## config.mk

```make
export PLATFORM = sky130hd
export DESIGN_NAME = fmu_top
export DESIGN_NICKNAME = d
export VERILOG_FILES = /design/src/pkg/fmu_pkg.sv /design/src/pkg/fmu_bit_if.sv /design/src/design/fmu_bitclk.sv /design/src/design/fmu_top.sv
export VERILOG_INCLUDE_DIRS = /design/src /design/src/pkg
export SDC_FILE = /design/constraint.sdc
export NUM_CORES = 1
export LEC_CHECK = 0
export BUFFER_PORTS_ARGS = -buffer_cell sky130_fd_sc_hd__buf_2
export CAP_MARGIN = 20
export CORE_UTILIZATION = 50
export CTS_CLUSTER_DIAMETER = 40
export DETAILED_ROUTE_END_ITERATION = 7
export GPL_ROUTABILITY_DRIVEN = 0
export PLACE_DENSITY = 0.67
export SYNTH_ARGS = -nofsm -noshare
export SYNTH_HDL_FRONTEND = slang
export SYNTH_SLANG_ARGS = --single-unit
```

## constraint.sdc

```tcl
create_clock -name clock -period 3.1 [get_ports clock]
set_input_delay 0.155 -clock clock [delete_from_list [all_inputs] [get_ports clock]]
set_output_delay 0.155 -clock clock [all_outputs]
set_load 0.005 [all_outputs]
```

## src/pkg/fmu_defs.svh

```systemverilog
/*
  Offsets, field positions, reset values and bit-time figures of the
  FSK modem framing unit. Definitions only; it is included by the package.
*/
`ifndef FMU_DEFS_SVH
`define FMU_DEFS_SVH

// Register word offsets on the plain register port
`define FMU_ADDR_W 3
`define FMU_OFS_MOD 3'h0
`define FMU_OFS_CFG 3'h1
`define FMU_OFS_EVT 3'h2
`define FMU_OFS_MASK 3'h3
`define FMU_OFS_TXB 3'h4
`define FMU_OFS_RXB 3'h5

// Modulation control fields
`define FMU_MOD_TXHI 0
`define FMU_MOD_TXEN 1
`define FMU_MOD_LVL 2
`define FMU_MOD_TXFR 3
`define FMU_MOD_RXHI 4
`define FMU_MOD_RXEN 5
`define FMU_MOD_RXFR 7

// Line format configuration fields
`define FMU_CFG_D8 0
`define FMU_CFG_ODD 1
`define FMU_CFG_PEN 2
`define FMU_CFG_STOP2 3
`define FMU_CFG_INV 6
`define FMU_CFG_BELL 7

// Event status fields
`define FMU_EV_TXRDY 0
`define FMU_EV_UDR 1
`define FMU_EV_RXRDY 2
`define FMU_EV_OVR 3
`define FMU_EV_CHG 5
`define FMU_EV_RING 6
`define FMU_EV_PAR 7

// Reset values
`define FMU_MOD_RST 8'h00
`define FMU_CFG_RST 8'h00
`define FMU_MASK_RST 8'h00

// Bit timing
`define FMU_CLK_HZ 200000000
`define FMU_BPS_HI 1200
`define FMU_BPS_BELL 150
`define FMU_BPS_V23 75
`define FMU_CNT_W 22

`endif

```

## src/pkg/fmu_pkg.sv

```systemverilog
/*
  Types of the FSK modem framing unit: counter word, state enum and the
  packed state records of the two design modules.
  Assumes fmu_defs.svh is on the include path.
*/
`default_nettype none

package fmu_pkg;
  `include "fmu_defs.svh"

  typedef logic [`FMU_CNT_W-1:0] fmu_cnt_t;
  typedef logic [7:0] fmu_byte_t;

  typedef enum logic [2:0] {
    RX_HUNT = 3'b000,
    RX_START = 3'b001,
    RX_DATA = 3'b010,
    RX_PAR = 3'b011,
    RX_STOP = 3'b100,
    RX_SYNC = 3'b101
  } fmu_rx_e;

  typedef struct packed {
    fmu_cnt_t cnt;
    logic tick;
    logic mid;
  } fmu_cnt_s;

  typedef struct packed {
    fmu_byte_t mc;
    fmu_byte_t cfg;
    fmu_byte_t mask;
    fmu_byte_t txb;
    logic tx_full;
    logic [11:0] tx_sh;
    logic [3:0] tx_left;
    logic tx_line;
    fmu_byte_t rxb;
    logic rx_ready;
    fmu_rx_e rx_st;
    fmu_byte_t rx_sh;
    logic [3:0] rx_n;
    logic rx_par;
    logic rx_prev;
    logic ring_prev;
    logic f_udr;
    logic f_ovr;
    logic f_chg;
    logic f_par;
    logic irq;
    fmu_byte_t rdata;
  } fmu_top_s;
endpackage

`default_nettype wire

```

## src/pkg/fmu_bit_if.sv

```systemverilog
/*
  Carrier between the framing unit and one bit-time divider.
  Assumes the controller drives period and restart in the clock domain of the divider.
*/
`timescale 1ns/1ps
`default_nettype none

interface fmu_bit_if;
  import fmu_pkg::*;
  fmu_cnt_t period;
  logic restart;
  logic tick;
  logic mid;
  modport ctl (output period, output restart, input tick, input mid);
  modport cnt (input period, input restart, output tick, output mid);
endinterface

`default_nettype wire

```

## src/design/fmu_bitclk.sv

```systemverilog
/*
  Bit-time divider: one-cycle tick at the end of each bit period and one
  at its middle. Assumes period is at least 3 and is held steady within a bit.
*/
`timescale 1ns/1ps
`default_nettype none

module fmu_bitclk
  import fmu_pkg::*;
(
  input wire logic clock,
  input wire logic rstn,
  fmu_bit_if.cnt bi
);

  fmu_cnt_s s;
  fmu_cnt_s n;

  // Restart realigns the phase, used by the receiver on a start edge
  always_comb begin
    n = s;
    n.tick = 1'b0;
    n.mid = 1'b0;
    if (bi.restart) begin
      n.cnt = '0;
    end else if (s.cnt >= bi.period - fmu_cnt_t'(1)) begin
      n.cnt = '0;
      n.tick = 1'b1;
    end else begin
      n.cnt = s.cnt + fmu_cnt_t'(1);
      n.mid = (s.cnt == (bi.period >> 1));
    end
  end

  always_ff @(posedge clock or negedge rstn) begin
    if (!rstn) begin
      s <= '0;
    end else begin
      s <= n;
    end
  end

  assign bi.tick = s.tick;
  assign bi.mid = s.mid;

endmodule

`default_nettype wire

```

## src/design/fmu_top.sv

```systemverilog
/*
  Character framing unit of a low-speed FSK modem: register port, transmit
  and receive framing, ring detector flags and the level and line driver bits.
  Assumes demodulated receive data and the ring detector level arrive
  synchronous to clock, and the host keeps its side of the register usage.
*/
// Added by the designer: the address-and-strobe port and the register offsets.
// How it works
// - Modulation control bit 2 picks transmit level: 0 low, 1 high (3 dB up).
// - Configuration bit 6 enables the inverted line output; normal output unaffected.
// - Ring detector level reads live as event status bit 6.
// - Every ring level change, either way, sets event status bit 5.
// - Ring detection and its interrupt keep working in standby.
// - Configuration bits 0-2 set data length and parity for both directions; bit 3 sets transmit stops.
// - Unframed transmit sends all eight bits, LSB first, no framing bits.
// - Framed transmit: start space, 7/8 data LSB first, optional parity, 1/2 stops.
// - Transmit runs at 75, 150 or 1200 bps in both modes.
// - Transmit data only goes out while modulation control bit 1 is set.
// - Missing next transmit byte sets the underflow flag, status bit 1.
// - On underflow framed sends steady mark; unframed repeats the held byte.
// - Unframed receive packs eight bits, first received into D0.
// - Framed receive: start, 7/8 data from D0, optional parity, stop.
// - With parity enabled, a wrong received parity sets status bit 7.
// - Each receive byte load sets receive-ready, status bit 2.
// - Load over an unread byte also sets overflow, status bit 3.
// - Transmit rate: bit 0 high is 1200, else 75 or 150 by configuration bit 7.
// - Receive rate: bit 4 high is 1200 baud, else 75/150, while bits 1 and 5 set.
`timescale 1ns/1ps
`default_nettype none

module fmu_top
  import fmu_pkg::*;
#(
  parameter fmu_cnt_t BIT_CYC_HI = fmu_cnt_t'(`FMU_CLK_HZ / `FMU_BPS_HI),
  parameter fmu_cnt_t BIT_CYC_BELL = fmu_cnt_t'(`FMU_CLK_HZ / `FMU_BPS_BELL),
  parameter fmu_cnt_t BIT_CYC_V23 = fmu_cnt_t'(`FMU_CLK_HZ / `FMU_BPS_V23)
)
(
  input wire logic clock,
  input wire logic rstn,
  input wire logic standby,
  input wire logic [`FMU_ADDR_W-1:0] bus_addr,
  input wire logic [7:0] bus_wdata,
  input wire logic bus_wr,
  input wire logic bus_rd,
  output logic [7:0] bus_rdata,
  input wire logic rx_bit,
  input wire logic ring_detect,
  output logic tx_line,
  output logic tx_level_high,
  output logic inv_out_en,
  output logic irq
);

  localparam fmu_top_s RST_S = '{
    mc: `FMU_MOD_RST,
    cfg: `FMU_CFG_RST,
    mask: `FMU_MASK_RST,
    tx_line: 1'b1,
    rx_prev: 1'b1,
    rx_st: RX_HUNT,
    default: '0
  };

  fmu_top_s s;
  fmu_top_s n;
  fmu_bit_if txi ();
  fmu_bit_if rxi ();

  logic [11:0] frame;
  logic [3:0] flen;
  logic [3:0] ndat;
  logic tx_par;
  logic tx_go;
  logic rx_go;
  logic wr_txb;
  logic rd_evt;
  logic rd_rxb;
  logic rx_load;
  fmu_byte_t rx_val;
  fmu_byte_t evt;

  // Dividers: one per direction, so each runs at its own rate
  fmu_bitclk u_txclk (
    .clock(clock),
    .rstn(rstn),
    .bi(txi.cnt)
  );

  fmu_bitclk u_rxclk (
    .clock(clock),
    .rstn(rstn),
    .bi(rxi.cnt)
  );

  // Rate select and divider control
  always_comb begin
    tx_go = s.mc[`FMU_MOD_TXEN] && !standby;
    rx_go = s.mc[`FMU_MOD_TXEN] && s.mc[`FMU_MOD_RXEN] && !standby;
    txi.restart = !tx_go;
    if (s.mc[`FMU_MOD_TXHI]) begin
      txi.period = BIT_CYC_HI;
    end else if (s.cfg[`FMU_CFG_BELL]) begin
      txi.period = BIT_CYC_BELL;
    end else begin
      txi.period = BIT_CYC_V23;
    end
    if (s.mc[`FMU_MOD_RXHI]) begin
      rxi.period = BIT_CYC_HI;
    end else if (s.cfg[`FMU_CFG_BELL]) begin
      rxi.period = BIT_CYC_BELL;
    end else begin
      rxi.period = BIT_CYC_V23;
    end
  end

  // Character image for the transmitter, bit 0 goes out first
  always_comb begin
    ndat = s.cfg[`FMU_CFG_D8] ? 4'h8 : 4'h7;
    tx_par = ^(s.txb & (s.cfg[`FMU_CFG_D8] ? 8'hff : 8'h7f)) ^ s.cfg[`FMU_CFG_ODD];
    frame = 12'hfff;
    flen = 4'h8;
    if (s.mc[`FMU_MOD_TXFR]) begin
      frame[0] = 1'b0;
      for (int i = 0; i < 8; i++) begin
        if (4'(i) < ndat) begin
          frame[i + 1] = s.txb[i];
        end
      end
      if (s.cfg[`FMU_CFG_PEN]) begin
        frame[ndat + 4'h1] = tx_par;
      end
      flen = 4'h2 + ndat + {3'h0, s.cfg[`FMU_CFG_PEN]} + {3'h0, s.cfg[`FMU_CFG_STOP2]};
    end else begin
      frame[7:0] = s.txb;
    end
  end

  // Live event status as software sees it
  always_comb begin
    evt = 8'h00;
    evt[`FMU_EV_TXRDY] = !s.tx_full;
    evt[`FMU_EV_UDR] = s.f_udr;
    evt[`FMU_EV_RXRDY] = s.rx_ready;
    evt[`FMU_EV_OVR] = s.f_ovr;
    evt[`FMU_EV_CHG] = s.f_chg;
    evt[`FMU_EV_RING] = ring_detect;
    evt[`FMU_EV_PAR] = s.f_par;
  end

  // Whole next state: bus first, hardware sets after, so a set beats a clear
  always_comb begin
    n = s;
    wr_txb = bus_wr && (bus_addr == `FMU_OFS_TXB);
    rd_evt = bus_rd && (bus_addr == `FMU_OFS_EVT);
    rd_rxb = bus_rd && (bus_addr == `FMU_OFS_RXB);
    rx_load = 1'b0;
    rx_val = s.rx_sh;
    rxi.restart = 1'b0;
    n.rdata = 8'h00;

    // Register writes
    if (bus_wr) begin
      unique case (bus_addr)
        `FMU_OFS_MOD: n.mc = bus_wdata;
        `FMU_OFS_CFG: n.cfg = bus_wdata;
        `FMU_OFS_MASK: n.mask = bus_wdata;
        `FMU_OFS_TXB: n.txb = bus_wdata;
        default: ;
      endcase
    end
    if (wr_txb) begin
      n.tx_full = 1'b1;
    end

    // Register reads, data stand one cycle later; unmapped reads give zero
    if (bus_rd) begin
      unique case (bus_addr)
        `FMU_OFS_MOD: n.rdata = s.mc;
        `FMU_OFS_CFG: n.rdata = s.cfg;
        `FMU_OFS_EVT: n.rdata = evt;
        `FMU_OFS_MASK: n.rdata = s.mask;
        `FMU_OFS_TXB: n.rdata = s.txb;
        `FMU_OFS_RXB: n.rdata = s.rxb;
        default: n.rdata = 8'h00;
      endcase
    end
    if (rd_evt) begin
      n.f_udr = 1'b0;
      n.f_ovr = 1'b0;
      n.f_chg = 1'b0;
      n.f_par = 1'b0;
    end
    if (rd_rxb) begin
      n.rx_ready = 1'b0;
    end

    // Transmitter: one bit per tick; line rests at mark when stopped
    if (!tx_go) begin
      n.tx_left = 4'h0;
      n.tx_line = 1'b1;
    end else if (txi.tick) begin
      if (s.tx_left != 4'h0) begin
        n.tx_line = s.tx_sh[0];
        n.tx_sh = {1'b1, s.tx_sh[11:1]};
        n.tx_left = s.tx_left - 4'h1;
      end else if (s.tx_full || !s.mc[`FMU_MOD_TXFR]) begin
        // Unframed with nothing new sends the held byte again
        if (!s.tx_full) begin
          n.f_udr = 1'b1;
        end
        n.tx_line = frame[0];
        n.tx_sh = {1'b1, frame[11:1]};
        n.tx_left = flen - 4'h1;
        n.tx_full = wr_txb;
      end else begin
        n.f_udr = 1'b1;
        n.tx_line = 1'b1;
      end
    end

    // Receiver: framed hunts a falling edge, unframed samples free-running
    n.rx_prev = rx_bit;
    if (!rx_go) begin
      n.rx_st = RX_HUNT;
      n.rx_n = 4'h0;
    end else begin
      unique case (s.rx_st)
        RX_HUNT: begin
          if (!s.mc[`FMU_MOD_RXFR]) begin
            n.rx_st = RX_SYNC;
            n.rx_n = 4'h0;
          end else if (s.rx_prev && !rx_bit) begin
            rxi.restart = 1'b1; // Centres later samples in each bit
            n.rx_st = RX_START;
          end
        end
        RX_START: begin
          if (rxi.mid) begin // A short glitch is not a start bit
            n.rx_st = rx_bit ? RX_HUNT : RX_DATA;
            n.rx_n = 4'h0;
            n.rx_par = s.cfg[`FMU_CFG_ODD];
          end
        end
        RX_DATA: begin
          if (rxi.mid) begin
            n.rx_sh = {rx_bit, s.rx_sh[7:1]};
            n.rx_par = s.rx_par ^ rx_bit;
            n.rx_n = s.rx_n + 4'h1;
            if (s.rx_n + 4'h1 == ndat) begin
              n.rx_st = s.cfg[`FMU_CFG_PEN] ? RX_PAR : RX_STOP;
            end
          end
        end
        RX_PAR: begin
          if (rxi.mid) begin
            n.rx_par = s.rx_par ^ rx_bit; // Nonzero means mismatch
            n.rx_st = RX_STOP;
          end
        end
        RX_STOP: begin
          if (rxi.mid) begin
            // Stop level is not checked; no framing flag exists
            rx_load = 1'b1;
            rx_val = s.cfg[`FMU_CFG_D8] ? s.rx_sh : {1'b0, s.rx_sh[7:1]};
            if (s.cfg[`FMU_CFG_PEN] && s.rx_par) begin
              n.f_par = 1'b1;
            end
            n.rx_st = RX_HUNT;
          end
        end
        RX_SYNC: begin
          if (s.mc[`FMU_MOD_RXFR]) begin
            n.rx_st = RX_HUNT;
          end else if (rxi.mid) begin
            // No clock recovery here, fit for steady patterns only
            n.rx_sh = {rx_bit, s.rx_sh[7:1]};
            n.rx_n = s.rx_n + 4'h1;
            if (s.rx_n == 4'h7) begin
              rx_load = 1'b1;
              rx_val = {rx_bit, s.rx_sh[7:1]};
              n.rx_n = 4'h0;
            end
          end
        end
        default: n.rx_st = RX_HUNT;
      endcase
    end
    if (rx_load) begin
      n.rxb = rx_val;
      n.rx_ready = 1'b1;
      if (s.rx_ready && !rd_rxb) begin
        n.f_ovr = 1'b1;
      end
    end

    // Ring detector runs regardless of standby
    n.ring_prev = ring_detect;
    if (ring_detect != s.ring_prev) begin
      n.f_chg = 1'b1;
    end

    // Interrupt from masked event bits, ring level itself excluded
    n.irq = |({n.f_par, 1'b0, n.f_chg, 1'b0, n.f_ovr, n.rx_ready, n.f_udr, !n.tx_full} & s.mask);
  end

  always_ff @(posedge clock or negedge rstn) begin
    if (!rstn) begin
      s <= RST_S;
    end else begin
      s <= n;
    end
  end

  // Outputs straight from the state register
  assign bus_rdata = s.rdata;
  assign tx_line = s.tx_line;
  assign tx_level_high = s.mc[`FMU_MOD_LVL];
  assign inv_out_en = s.cfg[`FMU_CFG_INV];
  assign irq = s.irq;

endmodule

`default_nettype wire

```

### Word level (Yosys, flattened, before mapping)

Cells that the tools add are included.
Widths: inputs -> output; s select.

* word-level logic and storage cells: 223
* input bits: 18
* register bits after elaboration: 136

* $add $sub $neg: 11
* eq/ne operators: 33
* reductions and logical operators: 35
* bitwise operators: 4
* mux-type cells: 102
* magnitude comparators: 12

Operators by type and width (count)
* $mux 22: 7
* $mux 8: 9
* $mux 1: 48
* $mux 12: 4
* $pmux 8 s6: 1
* $add 22x1->22 const B: 2
* $eq 22x21->1: 2
* $ge 22x22->1: 2
* $sub 22x1->22 const B: 2
* $mux 17: 2
* $pmux 8 s2: 2
* $mux 4: 7
* $mux 3: 9
* $mux 18: 1
* $pmux 3 s6: 1
* $and 8x8->8: 2
* $lt 3x4->1 const A: 4
* $mux 16: 1
* $pmux 4 s4: 1
* $ne 3x2->1 const B: 5
* $mux 13: 1
* $bwmux 12: 1
* $eq 3x2->1 const B: 4
* $eq 3x3->1 const B: 4
* other kinds (38): 75

### Logic depth before layout (Yosys ltp)

* word-level depth: 17
* mapped depth: 11

### Hierarchy

From an unflattened synthesis, not the netlist that was laid out.

* cell total of the unflattened synthesis: 977
* area total of the unflattened synthesis: 9205.1 sq um

By module, submodules not included
* fmu_top: times used 1, area an instance 4734.5 sq um, cells each 474, seq. area each 2254.7 sq um
* fmu_bitclk at u_rxclk: times used 1, area an instance 2269.7 sq um, cells each 255, seq. area each 600.6 sq um
* fmu_bitclk at u_txclk: times used 1, area an instance 2200.9 sq um, cells each 248, seq. area each 600.6 sq um

### Worst setup path before layout

OpenSTA, ideal clock, no wires.

* path kind: flip-flop to flip-flop
* start point: register s[81] (netlist name)
* end point: register u_rxclk.s[13] (netlist name)
* library setup time: 139 ps
* data required time: 2961 ps
* buffers on the path: 2
* path slack: 709 ps
* stages on the path, launching flop included: 9
* arrival: 2253 ps
* cell sequence: dfrtp_1 > buf_6 > or2_2 > ha_1 > nand4_1 > or2_2 > nor4_4 > buf_2 > a211oi_1

RTL lines
* start, declared: RTL line fmu_top.sv:65 `fmu_top_s s;`
* start signal, assigned: RTL line fmu_top.sv:311 `s <= n;`
* end signal, assigned: RTL line fmu_bitclk.sv:39 `s <= n;`
* end, declared: RTL line fmu_bitclk.sv:16 `fmu_cnt_s s;`

==> impl_metrics.yaml <==
outcome:
  status: "finished, final reports clean"
synth:
  ys_ff_latch: 136
  synth_xor_area_frac: 0.0550
  ys_types: 75
  synth_fa_ha_area_frac: 0.0824
  yosys_most_used_dff: "dfrtp_1"
  synth_edf_count: 0
  synth.avg_cell_area_um2: 9.81
  syn_area_um2: 8440
  synthArstFlopShare: 1.00
  muxShareOfSynthArea: 0.0692
  netlist_instances: 861
  ys_seq_area_frac: 0.403
  yosysWarnings: 0
  synth-compound-area-share: 0.164
  synthSimpleGateAreaFrac: 0.182
  synth_top_family_by_area: "simple AND/OR/NAND/NOR gates"
setup_path:
  critPathMaxStageDelay_ps: 410
  crit_path_end_kind: "register"
  required_ps: 3390
  r2r-end: "u_txclk.s[10]"
  crit_start: "s[82]"
  startpoint_type: "register"
  crit_end: "u_txclk.s[10]"
  ff2ff_path_depth: 10
  r2r_slack_ps: 480
  crit_slowest_cell: "dfrtp_1"
  reg2reg_from: "s[82]"
  crit_arrival_ps: 2910
  critical_path.most_common_cell: "inv_1"
  crit_chain: "inv_1, nand2_1, inv_1, ha_1, nand4_1, nor3_1, inv_1, o221ai_1, buf_4, a211oi_1"
  path_max_fanout: 22
  critical_path_class: "register to register"
clock_network:
  clk-insertion-delay-late_ps: 420
  cts_buffers: 17
  clock_sinks: 136
  path_clk_slew_ps: 60
  cts_tree: "done"
  postCtsSetupBuffers: 0
  cts_resized: 0
  cts.path.max_buffers: 2
  cts-root-buf: "clkbuf_16"
  holdBufCountCts: 7
  htree_levels: 4
hold_path:
  whs_path_depth: 3
  hp-class: "input port to register"
run:
  max_cap_viol_count: 0
placed_design:
  dp_hpwl_um: 13600
  numPortBuffers: 29
sta:
  tightestPinTransition_ps: 728
  slew_headroom: 0.514
  fin_tns_setup_ps: 0
  report.final.slew_viol_count: 0
  rsz0062_at_grt: "false"
  finalCritPeriodShare: 0.845
  hold_violations: 0
  fmaxAchievable_mhz: 382
  finalCriticalPeriod_ps: 2620
  finalSetupViolCount: 0
  clock_skew_ps: 8.08
drt:
  drt-wirelength-per-cell_um: 17.6
  viasPerCell: 5.89
  wl_um: 19700
  drtAntennaViolNets: 0
  dr.pass1.iters: 5
  num_vias: 6598
  drcViolationCount: 0
  drtIter0Drc: 465
pwr:
  power.total_w: 0.00564
  power_density_nw_per_um2: 596
  p_leak_nw: 4.15
  peakVddDrop_mv: 0.386
grt:
  overflow: 0
  grtUsageTotal: 0.235
  grt_pass1_wl_um: 32500
  antenna_found_initial: 0
  grt_max_degree: 82
  grt_pass1_vias: 6195
layout:
  syn2layout_area_growth_pct: 12.1
  layout_commonest_cell: "dfrtp_1"
  fillers: 1428
  fin_nets: 960
  most-common-layout-cells: "dfrtp_1, nand2_1, ha_1"
  post_route_cells_drive_above_1_share: 0.158
  diodes: 0
die:
  core_um2: 16500
  dieArea_um2: 17400
  die_w_um: 132
  die_y_um: 132
  initial_utilization: 0.511
  io_pins: 30
  rows: 47
==> cell usage after synthesis, types with 3 or more instances <==
cell type,count,share of area
o21ai_0,47,0.028
o211ai_1,3,0.0027
nand3_1,32,0.019
nor2b_1,8,0.0059
clkbuf_1,20,0.0089
nor2_1,31,0.014
a21o_1,10,0.0089
dfrtp_1,134,0.40
xor2_1,25,0.026
nor4_1,3,0.0022
nand2_1,94,0.042
nand4_1,18,0.013
xnor2_1,28,0.029
o32ai_1,3,0.0031
nor3_1,13,0.0077
mux2_2,35,0.047
nand2b_1,18,0.013
and2_1,8,0.0059
a32o_1,3,0.0036
o22ai_1,8,0.0059
mux4_2,4,0.011
or3_1,3,0.0022
buf_4,8,0.0071
nor4_4,3,0.0076
a22oi_1,12,0.011
a41oi_1,3,0.0031
and4_1,7,0.0073
a211oi_1,45,0.040
a21oi_1,51,0.030
mux2i_1,10,0.012
nand3b_1,6,0.0053
ha_1,54,0.080
buf_2,20,0.012
and3_1,6,0.0044
nand4b_1,5,0.0052
inv_1,32,0.014
==> flip-flops by register name, indices dropped and copies added, names as in the netlist <==
| signal | flops |
|---|---|
| s | 73 |
| u_rxclk.s | 22 |
| u_txclk.s | 22 |
| bus_rdata | 8 |
| evt | 5 |
| inv_out_en | 1 |
| irq | 1 |
| tx_level_high | 1 |
| tx_line | 1 |
| u_rxclk.bi.mid | 1 |
| u_txclk.bi.tick | 1 |
==> worst max-delay path: cells and delay by family, from the launching register on <==
kind	cells	cell delay, ps
flip-flops	1	410
AND/OR/NAND/NOR	3	730
buffers and inverters	4	680
adder cells (fa/ha/maj)	1	310
AO/OA/AOI/OAI	2	350
==> cell families after synthesis <==
| kind of cell | count (synthesis) |
|---|---|
| xor gates and xnor gates | 53 |
| other | 1 |
| AOI/OAI and AO/OA | 209 |
| buffers and inverters | 82 |
| adders and majority gates | 55 |
| muxes | 49 |
| and+or+nand+nor | 276 |
| DFF | 136 |
==> through the flow <==
step                utilization  area (um^2)  hold WS (ps)  worst slack (ps)  std cells
CTS                       0.573         9460          4.76               468       1120
finish                    0.573         9460          6.39               482       1120
global placement          0.531         8770           252               596       1081
global route              0.573         9460          14.3               218       1120
floorplan                     -         8460          -141               709        864
detailed placement        0.531         8770           253               527       1081
==> report_power, final <==
part           switching [W]  total (W)  internal, W  leakage, nW
clock network       0.000779    0.00214      0.00136        0.292
logic               0.000740    0.00131     0.000570         2.06
registers           0.000254    0.00219      0.00193         1.79
==> final cells by class <==
type	count	area [um^2]	share of cell area
inverters	32	120	0.0127
clock buffers	20	447	0.0472
multi-input cells	646	4690	0.495
repair buffers	54	357	0.0377
clock inverters	12	174	0.0184
flip-flops and latches	136	3410	0.360
well taps	220	275	0.0291
==> worst min path at each step <==
stage | start | to
detailed placement | rstn | s[47]
floorplan | rstn | bus_rdata[0]
global route | bus_wdata[4] | s[62]
global placement | rstn | s[48]
finish | bus_wdata[0] | s[74]
CTS | bus_wdata[0] | s[58]
==> routing by layer <==
layer	global-route usage	routed length (um)	part of all wire	vias to the layer above
li1	-	-	-	3199
met1	0.328	9470	0.48	3211
met2	0.375	9200	0.47	170
met3	0.0396	751	0.038	18
met4	0.0665	281	0.014	0
met5	0	0	0	-
No activity file was read; power rests on OpenSTA's default activity.
